## src/common/trim_regs_pkg.sv

```systemverilog
/*
  Shared constants and types for the converter fine gain trim register bank.
  Assumes an 8-bit register port with 12-bit addresses and a small on-chip
  fuse store that returns one 5-bit trim word per index.
*/
package trim_regs_pkg;

  // ----------------------------------------------------------------------
  // Widths
  // ----------------------------------------------------------------------
  localparam int unsigned ADDR_W = 12;
  localparam int unsigned DATA_W = 8;
  localparam int unsigned TRIM_W = 5;
  localparam int unsigned RSVD_W = 3;
  localparam int unsigned IDX_W = 2;
  localparam int unsigned NUM_TRIMS = 4;

  // ----------------------------------------------------------------------
  // Register offsets
  // ----------------------------------------------------------------------
  localparam logic [ADDR_W-1:0] CORE3_INPUT_C_GAIN_TRIM_ADDR = 12'h364;
  localparam logic [ADDR_W-1:0] CORE3_INPUT_D_GAIN_TRIM_ADDR = 12'h365;
  localparam logic [ADDR_W-1:0] CORE4_GAIN_TRIM_ADDR = 12'h366;
  localparam logic [ADDR_W-1:0] CORE5_GAIN_TRIM_ADDR = 12'h367;
  localparam logic [ADDR_W-1:0] FUSE_RELOAD_CTRL_ADDR = 12'h368;
  localparam logic [ADDR_W-1:0] FUSE_LOAD_STATUS_ADDR = 12'h369;

  // ----------------------------------------------------------------------
  // Field positions and reset values
  // ----------------------------------------------------------------------
  localparam int unsigned TRIM_LSB = 0;
  localparam int unsigned RSVD_LSB = 5;
  localparam int unsigned RELOAD_BIT = 0;
  localparam int unsigned STATUS_BUSY_BIT = 1;
  localparam int unsigned STATUS_DONE_BIT = 0;
  localparam logic [DATA_W-1:0] TRIM_RESET = 8'h00;
  localparam logic [RSVD_W-1:0] RSVD_DEFAULT = 3'h0;
  localparam logic [DATA_W-1:0] UNMAPPED_READ = 8'h00;

  // ----------------------------------------------------------------------
  // Trim entry indices, also the fuse word indices
  // ----------------------------------------------------------------------
  localparam logic [IDX_W-1:0] IDX_CORE3_C = 2'h0;
  localparam logic [IDX_W-1:0] IDX_CORE3_D = 2'h1;
  localparam logic [IDX_W-1:0] IDX_CORE4 = 2'h2;
  localparam logic [IDX_W-1:0] IDX_CORE5 = 2'h3;

  // One trim word fetched from fuse storage, aimed at one register.
  typedef struct packed {
    logic valid;
    logic [IDX_W-1:0] idx;
    logic [TRIM_W-1:0] trim;
  } fuse_load_s;

endpackage : trim_regs_pkg

```

## src/hw/converter_fine_gain_trim_regs.sv

```systemverilog
/*
  Fine gain trim register bank for converter cores 3, 4 and 5.
  Holds four 8-bit registers, a fuse reload control and a load status.
  Assumes the register master and the input pair select share clk_sys_i,
  and that the fuse store answers on the same clock.
*/
`timescale 1ns/1ps
module converter_fine_gain_trim_regs (
  input wire logic clk_sys_i,
  input wire logic nrst_i,
  input wire logic [trim_regs_pkg::ADDR_W-1:0] reg_addr_i,
  input wire logic [trim_regs_pkg::DATA_W-1:0] reg_wdata_i,
  input wire logic reg_wr_i,
  input wire logic reg_rd_i,
  output logic [trim_regs_pkg::DATA_W-1:0] reg_rdata_o,
  input wire logic input_pair_d_sel_i,
  output logic fuse_rd_o,
  output logic [trim_regs_pkg::IDX_W-1:0] fuse_addr_o,
  input wire logic [trim_regs_pkg::TRIM_W-1:0] fuse_data_i,
  output logic [trim_regs_pkg::TRIM_W-1:0] core3_gain_trim_o,
  output logic [trim_regs_pkg::TRIM_W-1:0] core4_gain_trim_o,
  output logic [trim_regs_pkg::TRIM_W-1:0] core5_gain_trim_o,
  output logic fuse_busy_o
);

  // ----------------------------------------------------------------------
  // Declarations
  // ----------------------------------------------------------------------
  logic [trim_regs_pkg::DATA_W-1:0] trim_r [trim_regs_pkg::NUM_TRIMS];
  logic [trim_regs_pkg::DATA_W-1:0] trim_nxt [trim_regs_pkg::NUM_TRIMS];
  logic [trim_regs_pkg::DATA_W-1:0] rdata_r, rdata_nxt;
  logic [trim_regs_pkg::TRIM_W-1:0] core3_r, core3_nxt;
  logic [trim_regs_pkg::TRIM_W-1:0] core4_r, core4_nxt;
  logic [trim_regs_pkg::TRIM_W-1:0] core5_r, core5_nxt;
  logic done_r, done_nxt;
  logic reload_req;
  logic load_busy;
  logic load_done;
  trim_regs_pkg::fuse_load_s fuse_load;

  // Maps a trim entry index to its register address.
  function automatic logic [trim_regs_pkg::ADDR_W-1:0] trim_addr(
    input logic [trim_regs_pkg::IDX_W-1:0] idx
  );
    logic [trim_regs_pkg::ADDR_W-1:0] a;
    a = trim_regs_pkg::CORE3_INPUT_C_GAIN_TRIM_ADDR;
    case (idx)
      trim_regs_pkg::IDX_CORE3_C: a = trim_regs_pkg::CORE3_INPUT_C_GAIN_TRIM_ADDR;
      trim_regs_pkg::IDX_CORE3_D: a = trim_regs_pkg::CORE3_INPUT_D_GAIN_TRIM_ADDR;
      trim_regs_pkg::IDX_CORE4: a = trim_regs_pkg::CORE4_GAIN_TRIM_ADDR;
      trim_regs_pkg::IDX_CORE5: a = trim_regs_pkg::CORE5_GAIN_TRIM_ADDR;
      default: a = trim_regs_pkg::CORE3_INPUT_C_GAIN_TRIM_ADDR;
    endcase
    return a;
  endfunction : trim_addr

  // ----------------------------------------------------------------------
  // Fuse loader
  // ----------------------------------------------------------------------
  // Writing a one to the reload bit asks for a fresh copy of the fuse
  // words; the loader ignores the request while a load is running.
  assign reload_req = reg_wr_i &&
    (reg_addr_i == trim_regs_pkg::FUSE_RELOAD_CTRL_ADDR) &&
    reg_wdata_i[trim_regs_pkg::RELOAD_BIT];

  fuse_trim_loader #(
    .NUM_ENTRIES(trim_regs_pkg::NUM_TRIMS)
  ) u_loader (
    .clk_sys_i(clk_sys_i),
    .nrst_i(nrst_i),
    .start_i(reload_req),
    .fuse_rd_o(fuse_rd_o),
    .fuse_addr_o(fuse_addr_o),
    .fuse_data_i(fuse_data_i),
    .load_o(fuse_load),
    .busy_o(load_busy),
    .done_o(load_done)
  );

  // ----------------------------------------------------------------------
  // Trim registers
  // ----------------------------------------------------------------------
  // A software write beats a fuse load aimed at the same register in the
  // same cycle, so the value software last wrote is the one kept.
  // Reserved bits are stored as written; software must keep them zero.
  for (genvar g = 0; g < trim_regs_pkg::NUM_TRIMS; g++) begin : g_trim
    always_comb begin
      trim_nxt[g] = trim_r[g];
      if (fuse_load.valid && (fuse_load.idx == trim_regs_pkg::IDX_W'(g))) begin
        trim_nxt[g] = {trim_regs_pkg::RSVD_DEFAULT, fuse_load.trim};
      end
      if (reg_wr_i && (reg_addr_i == trim_addr(trim_regs_pkg::IDX_W'(g)))) begin
        trim_nxt[g] = reg_wdata_i;
      end
    end

    always_ff @(posedge clk_sys_i or negedge nrst_i) begin
      if (!nrst_i) begin
        trim_r[g] <= trim_regs_pkg::TRIM_RESET;
      end else begin
        trim_r[g] <= trim_nxt[g];
      end
    end
  end

  // ----------------------------------------------------------------------
  // Load status
  // ----------------------------------------------------------------------
  // The done flag marks a finished fuse copy and drops when a new one is
  // accepted; a finish in the same cycle wins over that clear.
  always_comb begin
    done_nxt = done_r;
    if (reload_req && !load_busy) begin
      done_nxt = 1'b0;
    end
    if (load_done) begin
      done_nxt = 1'b1;
    end
  end

  always_ff @(posedge clk_sys_i or negedge nrst_i) begin
    if (!nrst_i) begin
      done_r <= 1'b0;
    end else begin
      done_r <= done_nxt;
    end
  end

  // ----------------------------------------------------------------------
  // Register read port
  // ----------------------------------------------------------------------
  // Read data stand only in the cycle after the strobe and are zero
  // otherwise, so a stale value can never be taken for a fresh answer.
  always_comb begin
    rdata_nxt = trim_regs_pkg::UNMAPPED_READ;
    if (reg_rd_i) begin
      case (reg_addr_i)
        trim_regs_pkg::CORE3_INPUT_C_GAIN_TRIM_ADDR: begin
          rdata_nxt = trim_r[trim_regs_pkg::IDX_CORE3_C];
        end
        trim_regs_pkg::CORE3_INPUT_D_GAIN_TRIM_ADDR: begin
          rdata_nxt = trim_r[trim_regs_pkg::IDX_CORE3_D];
        end
        trim_regs_pkg::CORE4_GAIN_TRIM_ADDR: begin
          rdata_nxt = trim_r[trim_regs_pkg::IDX_CORE4];
        end
        trim_regs_pkg::CORE5_GAIN_TRIM_ADDR: begin
          rdata_nxt = trim_r[trim_regs_pkg::IDX_CORE5];
        end
        trim_regs_pkg::FUSE_LOAD_STATUS_ADDR: begin
          rdata_nxt[trim_regs_pkg::STATUS_DONE_BIT] = done_r;
          rdata_nxt[trim_regs_pkg::STATUS_BUSY_BIT] = load_busy;
        end
        default: begin
          rdata_nxt = trim_regs_pkg::UNMAPPED_READ; // Reload bit reads zero.
        end
      endcase
    end
  end

  always_ff @(posedge clk_sys_i or negedge nrst_i) begin
    if (!nrst_i) begin
      rdata_r <= '0;
    end else begin
      rdata_r <= rdata_nxt;
    end
  end

  // ----------------------------------------------------------------------
  // Trim outputs to the converter cores
  // ----------------------------------------------------------------------
  // Core 3 has two trims; the input pair select picks one per cycle. The
  // extra flop costs a cycle of lag after a select change but keeps the
  // outputs glitch free toward the analog correction.
  always_comb begin
    if (input_pair_d_sel_i) begin
      core3_nxt = trim_r[trim_regs_pkg::IDX_CORE3_D][trim_regs_pkg::TRIM_W-1:0];
    end else begin
      core3_nxt = trim_r[trim_regs_pkg::IDX_CORE3_C][trim_regs_pkg::TRIM_W-1:0];
    end
    core4_nxt = trim_r[trim_regs_pkg::IDX_CORE4][trim_regs_pkg::TRIM_W-1:0];
    core5_nxt = trim_r[trim_regs_pkg::IDX_CORE5][trim_regs_pkg::TRIM_W-1:0];
  end

  always_ff @(posedge clk_sys_i or negedge nrst_i) begin
    if (!nrst_i) begin
      core3_r <= '0;
      core4_r <= '0;
      core5_r <= '0;
    end else begin
      core3_r <= core3_nxt;
      core4_r <= core4_nxt;
      core5_r <= core5_nxt;
    end
  end

  assign reg_rdata_o = rdata_r;
  assign core3_gain_trim_o = core3_r;
  assign core4_gain_trim_o = core4_r;
  assign core5_gain_trim_o = core5_r;
  assign fuse_busy_o = load_busy;
endmodule : converter_fine_gain_trim_regs

```

## src/hw/fuse_trim_loader.sv

```systemverilog
/*
  Sequencer that copies the fuse trim words into the trim register bank.
  Assumes the fuse store answers a one-cycle read strobe with data in the
  following cycle and that it sits on the same clock.
*/
`timescale 1ns/1ps
module fuse_trim_loader #(
  parameter int unsigned NUM_ENTRIES = trim_regs_pkg::NUM_TRIMS
) (
  input wire logic clk_sys_i,
  input wire logic nrst_i,
  input wire logic start_i,
  output logic fuse_rd_o,
  output logic [trim_regs_pkg::IDX_W-1:0] fuse_addr_o,
  input wire logic [trim_regs_pkg::TRIM_W-1:0] fuse_data_i,
  output trim_regs_pkg::fuse_load_s load_o,
  output logic busy_o,
  output logic done_o
);

  localparam logic [trim_regs_pkg::IDX_W-1:0] LAST_IDX =
    trim_regs_pkg::IDX_W'(NUM_ENTRIES - 1);

  typedef enum logic [1:0] {LD_IDLE, LD_READ, LD_TAKE} load_state_e;

  load_state_e state_r, state_nxt;
  logic [trim_regs_pkg::IDX_W-1:0] idx_r, idx_nxt;
  logic rd_r, rd_nxt;
  logic busy_r, busy_nxt;
  logic done_r, done_nxt;
  logic boot_r, boot_nxt;
  trim_regs_pkg::fuse_load_s load_r, load_nxt;

  // ----------------------------------------------------------------------
  // Walk every fuse word once per load; the first load runs by itself.
  // ----------------------------------------------------------------------
  // A start seen while busy is dropped, so a load is never cut in half.
  always_comb begin
    state_nxt = state_r;
    idx_nxt = idx_r;
    rd_nxt = 1'b0;
    busy_nxt = busy_r;
    done_nxt = 1'b0;
    boot_nxt = boot_r;
    load_nxt = '0;
    case (state_r)
      LD_IDLE: begin
        if (start_i || boot_r) begin
          boot_nxt = 1'b0;
          idx_nxt = '0;
          rd_nxt = 1'b1;
          busy_nxt = 1'b1;
          state_nxt = LD_READ;
        end
      end
      LD_READ: begin
        state_nxt = LD_TAKE; // Fuse data answers in the next cycle.
      end
      LD_TAKE: begin
        load_nxt.valid = 1'b1;
        load_nxt.idx = idx_r;
        load_nxt.trim = fuse_data_i;
        if (idx_r == LAST_IDX) begin
          busy_nxt = 1'b0;
          done_nxt = 1'b1;
          state_nxt = LD_IDLE;
        end else begin
          idx_nxt = idx_r + 1'b1;
          rd_nxt = 1'b1;
          state_nxt = LD_READ;
        end
      end
      default: begin
        state_nxt = LD_IDLE;
      end
    endcase
  end

  // Registers of the sequencer.
  always_ff @(posedge clk_sys_i or negedge nrst_i) begin
    if (!nrst_i) begin
      state_r <= LD_IDLE;
      idx_r <= '0;
      rd_r <= 1'b0;
      busy_r <= 1'b0;
      done_r <= 1'b0;
      boot_r <= 1'b1;
      load_r <= '0;
    end else begin
      state_r <= state_nxt;
      idx_r <= idx_nxt;
      rd_r <= rd_nxt;
      busy_r <= busy_nxt;
      done_r <= done_nxt;
      boot_r <= boot_nxt;
      load_r <= load_nxt;
    end
  end

  assign fuse_rd_o = rd_r;
  assign fuse_addr_o = idx_r;
  assign load_o = load_r;
  assign busy_o = busy_r;
  assign done_o = done_r;
endmodule : fuse_trim_loader

```

## config.mk

```make
export PLATFORM = sky130hd
export DESIGN_NAME = converter_fine_gain_trim_regs
export DESIGN_NICKNAME = d
export VERILOG_FILES = /design/src/common/trim_regs_pkg.sv /design/src/hw/converter_fine_gain_trim_regs.sv /design/src/hw/fuse_trim_loader.sv
export SDC_FILE = /design/constraint.sdc
export NUM_CORES = 1
export LEC_CHECK = 0
export BUFFER_PORTS_ARGS = -buffer_cell sky130_fd_sc_hd__buf_2
export CORE_MARGIN = 2
export CORE_UTILIZATION = 50
export CTS_CLUSTER_DIAMETER = 50
export DETAILED_ROUTE_END_ITERATION = 12
export GPL_TIMING_DRIVEN = 0
export PLACE_DENSITY = 0.76
export SLEW_MARGIN = 40
export SYNTH_ARGS = -nofsm -noshare
export SYNTH_HDL_FRONTEND = slang
export SYNTH_SLANG_ARGS = --single-unit
```

## constraint.sdc

```tcl
create_clock -name clk_sys_i -period 1.3 [get_ports clk_sys_i]
set_input_delay 0.26 -clock clk_sys_i [delete_from_list [all_inputs] [get_ports clk_sys_i]]
set_output_delay 0.26 -clock clk_sys_i [all_outputs]
set_load 0.01 [all_outputs]
```

After elaboration in Yosys (flattened, before gate mapping)
Cells that the tools add are included.

storage, ports and cells
  flip-flop bits (word level) = 72

cells by class
  $add $sub $neg = 1
  equality and inequality tests = 15
  mux-type cells = 29
  reductions and logical operators = 24

operator list
  operator                                                                  number
  8-bit two-way mux                                                         10
  12-bit by 10-bit equality test with 1-bit output (second input constant)  6
  6-bit one-hot mux with 4 select lines                                     1
  2-bit nonzero test                                                        6
  1-bit logical AND                                                         11
  2-bit one-hot mux with 5 select lines                                     1
  1-bit two-way mux                                                         9
  2-bit equality test (second input constant)                               4
  2-bit two-way mux                                                         3
  2-bit one-hot mux with 3 select lines                                     1
  3-bit AND reduction                                                       2
  5-bit two-way mux                                                         1
  2-bit by 1-bit equality test with 1-bit output (second input constant)    2
  2-bit zero test                                                           2
  2-bit by 1-bit inequality test with 1-bit output (second input constant)  2
  1-bit one-hot mux with 2 select lines                                     2
  2-bit one-hot mux with 2 select lines                                     1
  2-bit by 1-bit adder with 2-bit output (second input constant)            1
  2-bit inequality test (second input constant)                             1
  2-bit AND reduction                                                       1
  1-bit zero test                                                           1
  1-bit logical OR                                                          1

Logic depth before layout (Yosys ltp)
Gate-level depths: netlist (run 1).

  depth in word-level cells = 6
  depth in mapped cells = 6
  mapped depth without buffers = 4

Modules after synthesis
Synthesis (run 1) repeated with hierarchy kept, for this count alone.

second synthesis, totals
  cell total of the unflattened synthesis = 225
  area total of the unflattened synthesis = 3286.9 um2

modules (own cells, without submodules)
  module                         times used  cells each  area each (um2)  seq. area each (um2)
  converter_fine_gain_trim_regs  1           181         2662.6           1401.3
  fuse_trim_loader               1           44          624.3            401.6

Worst setup path before layout (run 1)
No wires, ideal clock.

  path kind = input -> register
  start point = input reg_addr_i[7] (netlist bit)
  end point = register u_loader.idx_r, in the netlist u_loader.fuse_addr_o[0]
  library setup time = 121 ps
  data arrival time = 1199 ps
  setup slack = -20 ps
  stages on the path = 4
  path buffers = 0
  cells stage by stage = and4bb_4 -> and4_1 -> o31ai_2 -> a22o_1

between the ends
  word-level cells in the longest chain between the ends = 6

ends and longest elaborated chain
  element                                                            line                                 source
  start, declared                                                    converter_fine_gain_trim_regs.sv:11  input wire logic [trim_regs_pkg::ADDR_W-1:0] reg_addr_i,
  12-bit by 10-bit equality test with 1-bit output                   converter_fine_gain_trim_regs.sv:63  (reg_addr_i == trim_regs_pkg::FUSE_RELOAD_CTRL_ADDR) &&
  1-bit logical AND                                                  converter_fine_gain_trim_regs.sv:62  assign reload_req = reg_wr_i &&
  1-bit logical AND                                                  converter_fine_gain_trim_regs.sv:63
  1-bit logical OR                                                   fuse_trim_loader.sv:48               if (start_i || boot_r) begin
  2-bit by 1-bit inequality test with 1-bit output (no source line)  --
  3-bit AND reduction (no source line)                               --
  end signal, assigned                                               fuse_trim_loader.sv:91               idx_r <= idx_nxt;
  end, declared                                                      fuse_trim_loader.sv:27               logic [trim_regs_pkg::IDX_W-1:0] idx_r, idx_nxt;

No other way between the ends.
A chain may end at the register's enable or synchronous reset.

Final worst setup path (run 1)
  start point = register u_loader.load_r, in the netlist u_loader.load_o[6]
  end point = register trim_r[25] (netlist bit)

between the ends
  word-level cells in the longest chain between the ends = 3

ends and longest elaborated chain
  element                              line                                  source
  start, declared                      fuse_trim_loader.sv:32                trim_regs_pkg::fuse_load_s load_r, load_nxt;
  start signal, assigned               fuse_trim_loader.sv:96                load_r <= load_nxt;
  2-bit zero test                      converter_fine_gain_trim_regs.sv:89   if (fuse_load.valid && (fuse_load.idx == trim_regs_pkg::IDX_W'(g))) begin
  1-bit logical AND                    converter_fine_gain_trim_regs.sv:89
  2-bit nonzero test (no source line)  --
  end signal, assigned by index        converter_fine_gain_trim_regs.sv:99   trim_r[g] <= trim_regs_pkg::TRIM_RESET;
  end signal, assigned by index        converter_fine_gain_trim_regs.sv:101  trim_r[g] <= trim_nxt[g];
  end, declared                        converter_fine_gain_trim_regs.sv:29   logic [trim_regs_pkg::DATA_W-1:0] trim_r [trim_regs_pkg::NUM_TRIMS];

No other way between the ends.

==> impl_metrics.toml, run 1 <==
[outcome]
outcome = "finished, violations left"
violations = "setup timing"

[clock_network]
root_buffer = "clkbuf_8"
clock_path_buffers = 2
clkSinkCount = 72
h-tree-depth = 3
cts_tree = "done"
clk_latency_ps = 340
cts_buffers = 9
clkTransAtPathRegs_ps = 70

[yosys]
synth-seq-cells = 72
synthSimpleGateAreaFrac_pct = 15.8
synth.distinct_cells = 42
synthFlopType = "dfrtp_1"
synth_top_family_by_area = "simple AND/OR/NAND/NOR gates"
synth_xor_area_share_pct = 0
syn_area_per_cell_um2 = 12.4
yosysWarnings = 0
synth_adder_area_share_pct = 0.401
syn-num-nets = 282
synthMuxAreaShare_pct = 13.9
syn_inst = 251
synth_compound_area_share_pct = 8.90
ys_seq_area_share_pct = 57.8
syn-cell-area_um2 = 3120
synth-edff-count = 0
async_flop_share_pct = 100

[cells_and_area]
final_cell_mix = "dfrtp_1, buf_2, nor2_1, a21oi_1, mux2i_1"
fin_area_um2 = 3830
area_growth_pct = 22.9
final_common_cell = "dfrtp_1"
layout-drive-gt1-share_pct = 35.1
utilization_pct = 64.0
final_nets = 352
n_antenna_cell = 0

[die]
die_w_um = 83.0
die_h_um = 83.0
placementRows = 28
dieArea_um2 = 6890
start_util_pct = 52.1
num_io_pins = 57
coreArea_um2 = 5990

[routing]
firstDrtPassIters = 4
drt_iter0_markers = 152
drc_errors = 0
wl_um = 6900
vias = 2198
viasPerCell = 5.50
wl_per_cell_um = 17.3
antenna_left = 0

[worst_setup_path]
worstPathRequired_ps = 1520
worst_r2r_endpoint = "trim_r[25]"
reg2reg_depth = 4
path_max_fanout = 8
worstSetupEndpointType = "register"
start_kind = "register"
regToRegStartpoint = "u_loader.load_o[6]"
crit_type = "register to register"
r2r_slack_ps = -60
critPathArrivalTime_ps = 1580

[power]
leakage_nw = 1.85
p_per_area_nw_per_um2 = 1160
ir_drop_mv = 0.813

[min_path]
whs_endpoint = "u_loader.load_o[4]"
hold_path_class = "input pin to register"
whs_path_depth = 2
worstHoldStart = "fuse_data_i[4]"

[job]
drv_cap = 0

[global_route]
use_met2_pct = 34.3
grt_pass1_wl_um = 11200
grt_util_met1_pct = 26.5
top_usage_layer = "met2"
grt_pass1_vias = 2234
grt_overflow_total = 0
grt_start_max_net_pins = 48
grt.total_usage_pct = 20.9
grt_antenna_before_repair = 0
met3_usage_pct = 4.08

[placement]
dp_hpwl_um = 4680
gp_congestion = 0.828
numPortBuffers = 54
pre_cts_slack_ps = -287
postPlaceCellArea_um2 = 3520

[sta]
rsz0062_at_grt = "true"
whs_ps = 117
worst_slew_pin_slew_ps = 638
clock.fmax_mhz = 738
setup_viol = 5
setup_slack_ps = -55.4
relSlewSlack_pct = 57.5
fin_worst_skew_ps = 8.49
hold_viol = 0
fin_crit_ps = 1360
period_share_pct = 104
slew_violations = 0
==> power breakdown <==
part | switching (W) | leakage [nW] | internal (W) | total (W)
clock network | 0.000812 | 0.110 | 0.00113 | 0.00195
registers | 0.0000130 | 0.815 | 0.00226 | 0.00227
logic | 0.000137 | 0.923 | 0.000111 | 0.000248
total | 0.000962 | 1.85 | 0.00350 | 0.00446
==> flip-flops by register name, summed over array words and instances, names as in the netlist <==
register / cells
core3_gain_trim_o: 5
core4_gain_trim_o: 5
core4_nxt: 5
core5_gain_trim_o: 5
core5_nxt: 5
done_r: 1
reg_rdata_o: 8
trim_r: 22
u_loader.boot_r: 1
u_loader.busy_o: 1
u_loader.done_o: 1
u_loader.fuse_addr_o: 2
u_loader.fuse_rd_o: 1
u_loader.load_o: 8
u_loader.state_r: 2
==> worst max path at each step <==
| stage | endpoint | slack [ps] | from |
|---|---|---|---|
| floorplan | u_loader.fuse_addr_o[0] | -3 | reg_addr_i[1] |
| global placement | core5_gain_trim_o[0] | -390 | nrst_i |
| detailed placement | trim_r[20] | -290 | reg_addr_i[7] |
| CTS | trim_r[25] | -50 | u_loader.load_o[6] |
| global route | trim_r[24] | -100 | u_loader.load_o[6] |
| finish | trim_r[25] | -60 | u_loader.load_o[6] |
==> cell type report <==
cell class,count,area (um2)
Buffer,11,80.1
Clock buffer,11,141
Clock inverter,4,77.6
Fill cell,471,2160
Inverter,5,18.8
Multi-Input combinational cell,160,1250
Sequential cell,72,1800
Tap cell,75,93.8
Timing Repair Buffer,62,367
==> cells in the mapped netlist (all sizes together), types with 2 or more instances <==
| cell type | instances | share of area [%] |
|---|---|---|
| dfrtp | 71 | 57 |
| a21oi | 24 | 3.9 |
| nor2 | 24 | 2.9 |
| mux2i | 22 | 7.1 |
| nand3 | 15 | 2.4 |
| o21ai | 13 | 2.2 |
| nor2b | 11 | 2.2 |
| and2 | 9 | 1.8 |
| buf | 9 | 1.9 |
| mux2 | 7 | 2.5 |
| mux4 | 6 | 4.3 |
| clkbuf | 5 | 0.60 |
| inv | 5 | 0.60 |
| a22o | 3 | 0.84 |
| and4bb | 3 | 1.4 |
| nand4 | 3 | 1.5 |
| nand2 | 2 | 0.24 |
| nand3b | 2 | 0.48 |
==> per-stage QoR <==
stage	total power [W]	TNS, ps	cells
after floorplan	0.00242	-5.38	251
after global placement	0.00254	-34710	380
after detailed placement	0.00256	-8330	381
after CTS	0.00450	-103	399
after global routing	0.00463	-433	400
final	0.00446	-141	400
==> logic make-up after synthesis <==
kind of cell               Yosys count
AOI/OAI and AO/OA                   47
adders and majority gates            1
buffers and inverters               19
DFF                                 72
muxes                               35
and+or+nand+nor                     77
==> worst max-delay path: stages, from the launching register on <==
cell,delay [ps]
dfrtp_1,420
or3b_4,420
buf_8,160
mux2i_1,150
a21oi_1,90
==> routing by layer <==
metal  vias to the layer above  share of wire (%)  routed length [um]
li1                       1044                  -                   -
met1                      1088                 42                2880
met2                        55                 52                3580
met3                        11                4.9                 336
met4                         0                1.6                 110
met5                         -                  0                   0
==> repair_timing <==
item / 4_1_cts / 5_1_grt
endpoints found under the setup margin: 35 / 17
setup buffers: 4 / 2
endpoints found under the hold margin: 24 / 0
pin swaps: 3 / 5
resized for setup: 6 / 9
hold buffers: 1 / 0
Power figures use the tool's default switching activity.
==> inputs of run 2 (changes only) <==
- CORE_UTILIZATION: 50 -> 40
- PLACE_DENSITY: 0.76 -> default
==> run 2 against run 1 <==
Effect of this change:
- cell count increased by 7.2%
- non-clock buffer count increased by 1
- the flow still finishes with violations (setup timing)
- core utilization decreased by 13 points
- critical path depth unchanged
- highest routed layer unchanged
==> impl_metrics.toml, run 2 (synthesis gave the netlist of run 1 again) <==
[global_route]
grt_pass1_vias = 2190
grt.total_usage_pct = 17.7
grt_antenna_before_repair = 0
grt_overflow_total = 0
grt_pass1_wl_um = 11400
grt_start_max_net_pins = 46

[placement]
gp_congestion = 0.763
numPortBuffers = 54
postPlaceCellArea_um2 = 3550
dp_hpwl_um = 4730
pre_cts_slack_ps = -338

[sta]
finalSetupTns_ps = -77.3
period_share_pct = 102
setup_slack_ps = -28.6
fin_crit_ps = 1330
slew_violations = 0
relSlewSlack_pct = 56.1
clock.fmax_mhz = 753
rsz0062_at_grt = "true"
setup_viol = 6
hold_viol = 0
fin_worst_skew_ps = 7.43
worst_slew_pin_slew_ps = 659

[cells_and_area]
final_nets = 353
layout-drive-gt1-share_pct = 34.9
area_growth_pct = 24.0
final_cell_mix = "dfrtp_1, buf_2, nor2_1, a21oi_1, mux2i_1"
top_register = "trim_r"
largest_reg_flops = 22
n_antenna_cell = 0
final_common_cell = "dfrtp_1"
fin_area_um2 = 3870

[routing]
drc_errors = 0
wl_per_cell_um = 16.4
drt_iter0_markers = 81
antenna_left = 0
viasPerCell = 5.15
wl_um = 7040
firstDrtPassIters = 4
vias = 2208

[min_path]
hold_path_class = "input pin to register"

[die]
dieArea_um2 = 8520
start_util_pct = 40.8
die_h_um = 92.3
coreArea_um2 = 7650
die_w_um = 92.3
placementRows = 32
num_io_pins = 57

[worst_setup_path]
critPathBufInv = 1
worstSetupEndpointType = "register"
crit_type = "register to register"
cp_cell_sequence = "or3b_4 -> buf_8 -> mux2i_1 -> a21oi_1"
path_max_fanout = 8
r2r_slack_ps = -30
worstPathRequired_ps = 1540
critPathArrivalTime_ps = 1570
cpMaxStageDelayCell = "dfrtp_1"
max_stage_delay_ps = 420
start_kind = "register"
cp_top_family = "flip-flops"

[job]
drv_cap = 0

[clock_network]
h-tree-depth = 3
cts_buffers = 9
clkSinkCount = 72
clkTransAtPathRegs_ps = 80
root_buffer = "clkbuf_8"
cts_tree = "done"
clk_latency_ps = 350
clock_path_buffers = 2

[power]
leakage_nw = 1.85
power_w = 0.00449
ir_drop_mv = 0.719
p_per_area_nw_per_um2 = 1160

[outcome]
outcome = "finished, violations left"
violations = "setup timing"
-- run 2: changes by cell type in the layout (fill, tap and decap cells not counted), sizes merged --
cell,delta
clkinvlp,+2
buf,+1
inv,-1
-- run 2: final timing paths --
| kind | from | to | cells after the start |
|---|---|---|---|
| max | u_loader.load_o[5] | trim_r[28] | 4 |
| min | fuse_data_i[3] | u_loader.load_o[3] | 2 |
| max reg2reg | u_loader.load_o[5] | trim_r[28] | 4 |
| min reg2reg | core5_nxt[4] | core5_gain_trim_o[4] | 0 |
| max in group asynchronous | nrst_i | reg_rdata_o[7] | 3 |
| min in group asynchronous | nrst_i | u_loader.load_o[0] | 2 |
-- run 2: power by group --
part / switching [W] / internal (W) / total [W]
Sequential: 0.0000130 / 0.00226 / 0.00227
Combinational: 0.000137 / 0.000109 / 0.000245
Clock: 0.000840 / 0.00113 / 0.00197
-- run 2: per-stage QoR --
stage               std cells  util (%)  hold slack (ps)
CTS                       427      50.1              106
finish                    429      50.6              114
detailed placement        408      46.5              151
global placement          407      46.0              387
floorplan                 251         -            -35.6
global route              429      50.6              109
-- run 2: what timing repair did --
item                       4_1_cts  5_1_grt
buffers inserted                 5        2
setup endpoints to repair       28       12
gates resized for setup          4        7
hold endpoints to repair        26        0
hold buffers                     1        0
pin swaps                        1        7
-- run 2: metal layers --
metal	vias up	GRT usage [%]	part of all wire [%]
met5	-	0	0
met4	0	7.71	1.9
met3	11	3.17	4.8
met2	64	28.2	49
met1	1090	23.9	44
li1	1043	-	-
-- run 2: final cells by class --
class	instances	area, um2
multi-input combinational	160	1240
tap	102	128
timing repair buffer	63	374
clock buffer	11	141
inverter	5	18.8
sequential	72	1800
buffer	11	80.1
clock inverter	5	80.1
fill	687	3780
==> inputs of run 3 (changes only) <==
- ABC_CLOCK_PERIOD_IN_PS: default -> 1300
- SKIP_CTS_REPAIR_TIMING: default -> 1
==> run 3 against run 2 <==
Effect of this change:
- the flow still finishes with violations (setup timing)
- first-iteration DRC count fell by 14%
- register-to-register slack about the same
- sequential share of layout area is 0.38 points higher
- cell count shrank 0.93%
- sequential cell count stayed put
==> impl_metrics.toml, run 3 (synthesis gave the netlist of run 1 again) <==
[outcome]
outcome = "finished, violations left"
violations = "setup timing"

[routing]
drt_iter0_markers = 70
firstDrtPassIters = 4
vias = 2175
drc_errors = 0
wl_um = 7040
antenna_left = 0
viasPerCell = 5.12
wl_per_cell_um = 16.6

[sta]
clock.fmax_mhz = 759
hold_viol = 0
finalSetupTns_ps = -28.2
worst_slew_pin_slew_ps = 638
period_share_pct = 101
setup_slack_ps = -16.7
slew_violations = 0
rsz0062_at_grt = "true"
fin_worst_skew_ps = 6.28
relSlewSlack_pct = 57.5
setup_viol = 2
fin_crit_ps = 1320

[cells_and_area]
final_cell_mix = "dfrtp_1, buf_2, nor2_1, a21oi_1, mux2i_1"
area_growth_pct = 23.0
final_common_cell = "dfrtp_1"
layout-drive-gt1-share_pct = 34.4
top_register = "trim_r"
n_antenna_cell = 0
utilization_pct = 50.2
largest_reg_flops = 22
final_nets = 349

[power]
leakage_nw = 1.83
intPower_w = 0.00350
ir_drop_mv = 0.683
p_per_area_nw_per_um2 = 1170
power_switching_w = 0.000976
combinationalPowerShare_pct = 5.5
power.share.sequential_pct = 50.8
power_switching_share_pct = 21.8
clkPwrFrac_pct = 43.7
power_w = 0.00447

[min_path]
whs_endpoint = "u_loader.load_o[2]"
worstHoldStart = "fuse_data_i[2]"
whs_path_depth = 2
hold_path_class = "input pin to register"

[clock_network]
root_buffer = "clkbuf_8"
clk_latency_ps = 340
cts_buffers = 9
clock_path_buffers = 2
h-tree-depth = 3
clkSinkCount = 72
cts_tree = "done"
clkTransAtPathRegs_ps = 80

[worst_setup_path]
reg2reg_depth = 4
start_kind = "register"
crit_type = "register to register"
critPathArrivalTime_ps = 1550
worstSetupEndpointType = "register"
worst_r2r_endpoint = "trim_r[28]"
max_stage_delay_ps = 410
worstPathRequired_ps = 1530
regToRegStartpoint = "u_loader.load_o[6]"
critPathBufInv = 1
cp_top_family = "flip-flops"
r2r_slack_ps = -20
cpMaxStageDelayCell = "dfrtp_1"
cp_cell_sequence = "or3b_1 -> buf_6 -> mux2i_1 -> a21oi_1"
path_max_fanout = 8

[die]
start_util_pct = 40.8
die_w_um = 92.3
coreArea_um2 = 7650
die_h_um = 92.3
placementRows = 32
num_io_pins = 57
dieArea_um2 = 8520

[global_route]
grt_start_max_net_pins = 46
grt_overflow_total = 0
grt.total_usage_pct = 17.7
grt_antenna_before_repair = 0
grt_pass1_vias = 2193
grt_pass1_wl_um = 11400

[job]
drv_cap = 0

[placement]
gp_congestion = 0.763
numPortBuffers = 54
pre_cts_slack_ps = -338
dp_hpwl_um = 4730
## run 3: stage by stage
step / cell area [um2] / hold WS, ps / cells
6_report: 3840 / 122 / 425
5_1_grt: 3840 / 109 / 425
4_1_cts: 3780 / -225 / 424
3_5_place_dp: 3550 / 151 / 408
3_3_place_gp: 3520 / 387 / 407
2_1_floorplan: 3120 / -35.6 / 251
## run 3: layout make-up
type	count	area [um2]
fill	694	3810
sequential	72	1800
multi-input combinational	160	1250
timing repair buffer	59	340
clock buffer	11	141
tap	102	128
clock inverter	5	80.1
buffer	11	76.3
inverter	5	18.8
## run 3: power by group through the flow
stage	clock network, W	logic [W]	registers [W]
2_1_floorplan	0	0.000102	0.00231
3_3_place_gp	0	0.000231	0.00231
3_5_place_dp	0	0.000246	0.00231
4_1_cts	0.00200	0.000247	0.00227
5_1_grt	0.00212	0.000273	0.00227
6_report	0.00196	0.000245	0.00227
## run 3: how the worst max path moves through the flow
stage | from | endpoint | cells past startpoint
floorplan | reg_addr_i[1] | u_loader.fuse_addr_o[0] | 5
finish | u_loader.load_o[6] | trim_r[28] | 4
global placement | nrst_i | reg_rdata_o[1] | 1
global route | u_loader.load_o[6] | trim_r[28] | 4
detailed placement | reg_addr_i[1] | reg_rdata_o[7] | 4
CTS | u_loader.load_o[5] | core4_nxt[3] | 4
## run 3: metal layers
| metal | GRT usage (%) | share of wire [%] |
|---|---|---|
| met1 | 23.8 | 43 |
| met2 | 28.2 | 50 |
| met3 | 3.25 | 5.2 |
| met4 | 7.71 | 0.97 |
| met5 | 0 | 0 |
## run 3: worst reg2reg max path, cell delays in order (launching register included)
cell and delay (ps):
dfrtp_1 410, or3b_1 390, buf_6 160, mux2i_1 160, a21oi_1 80
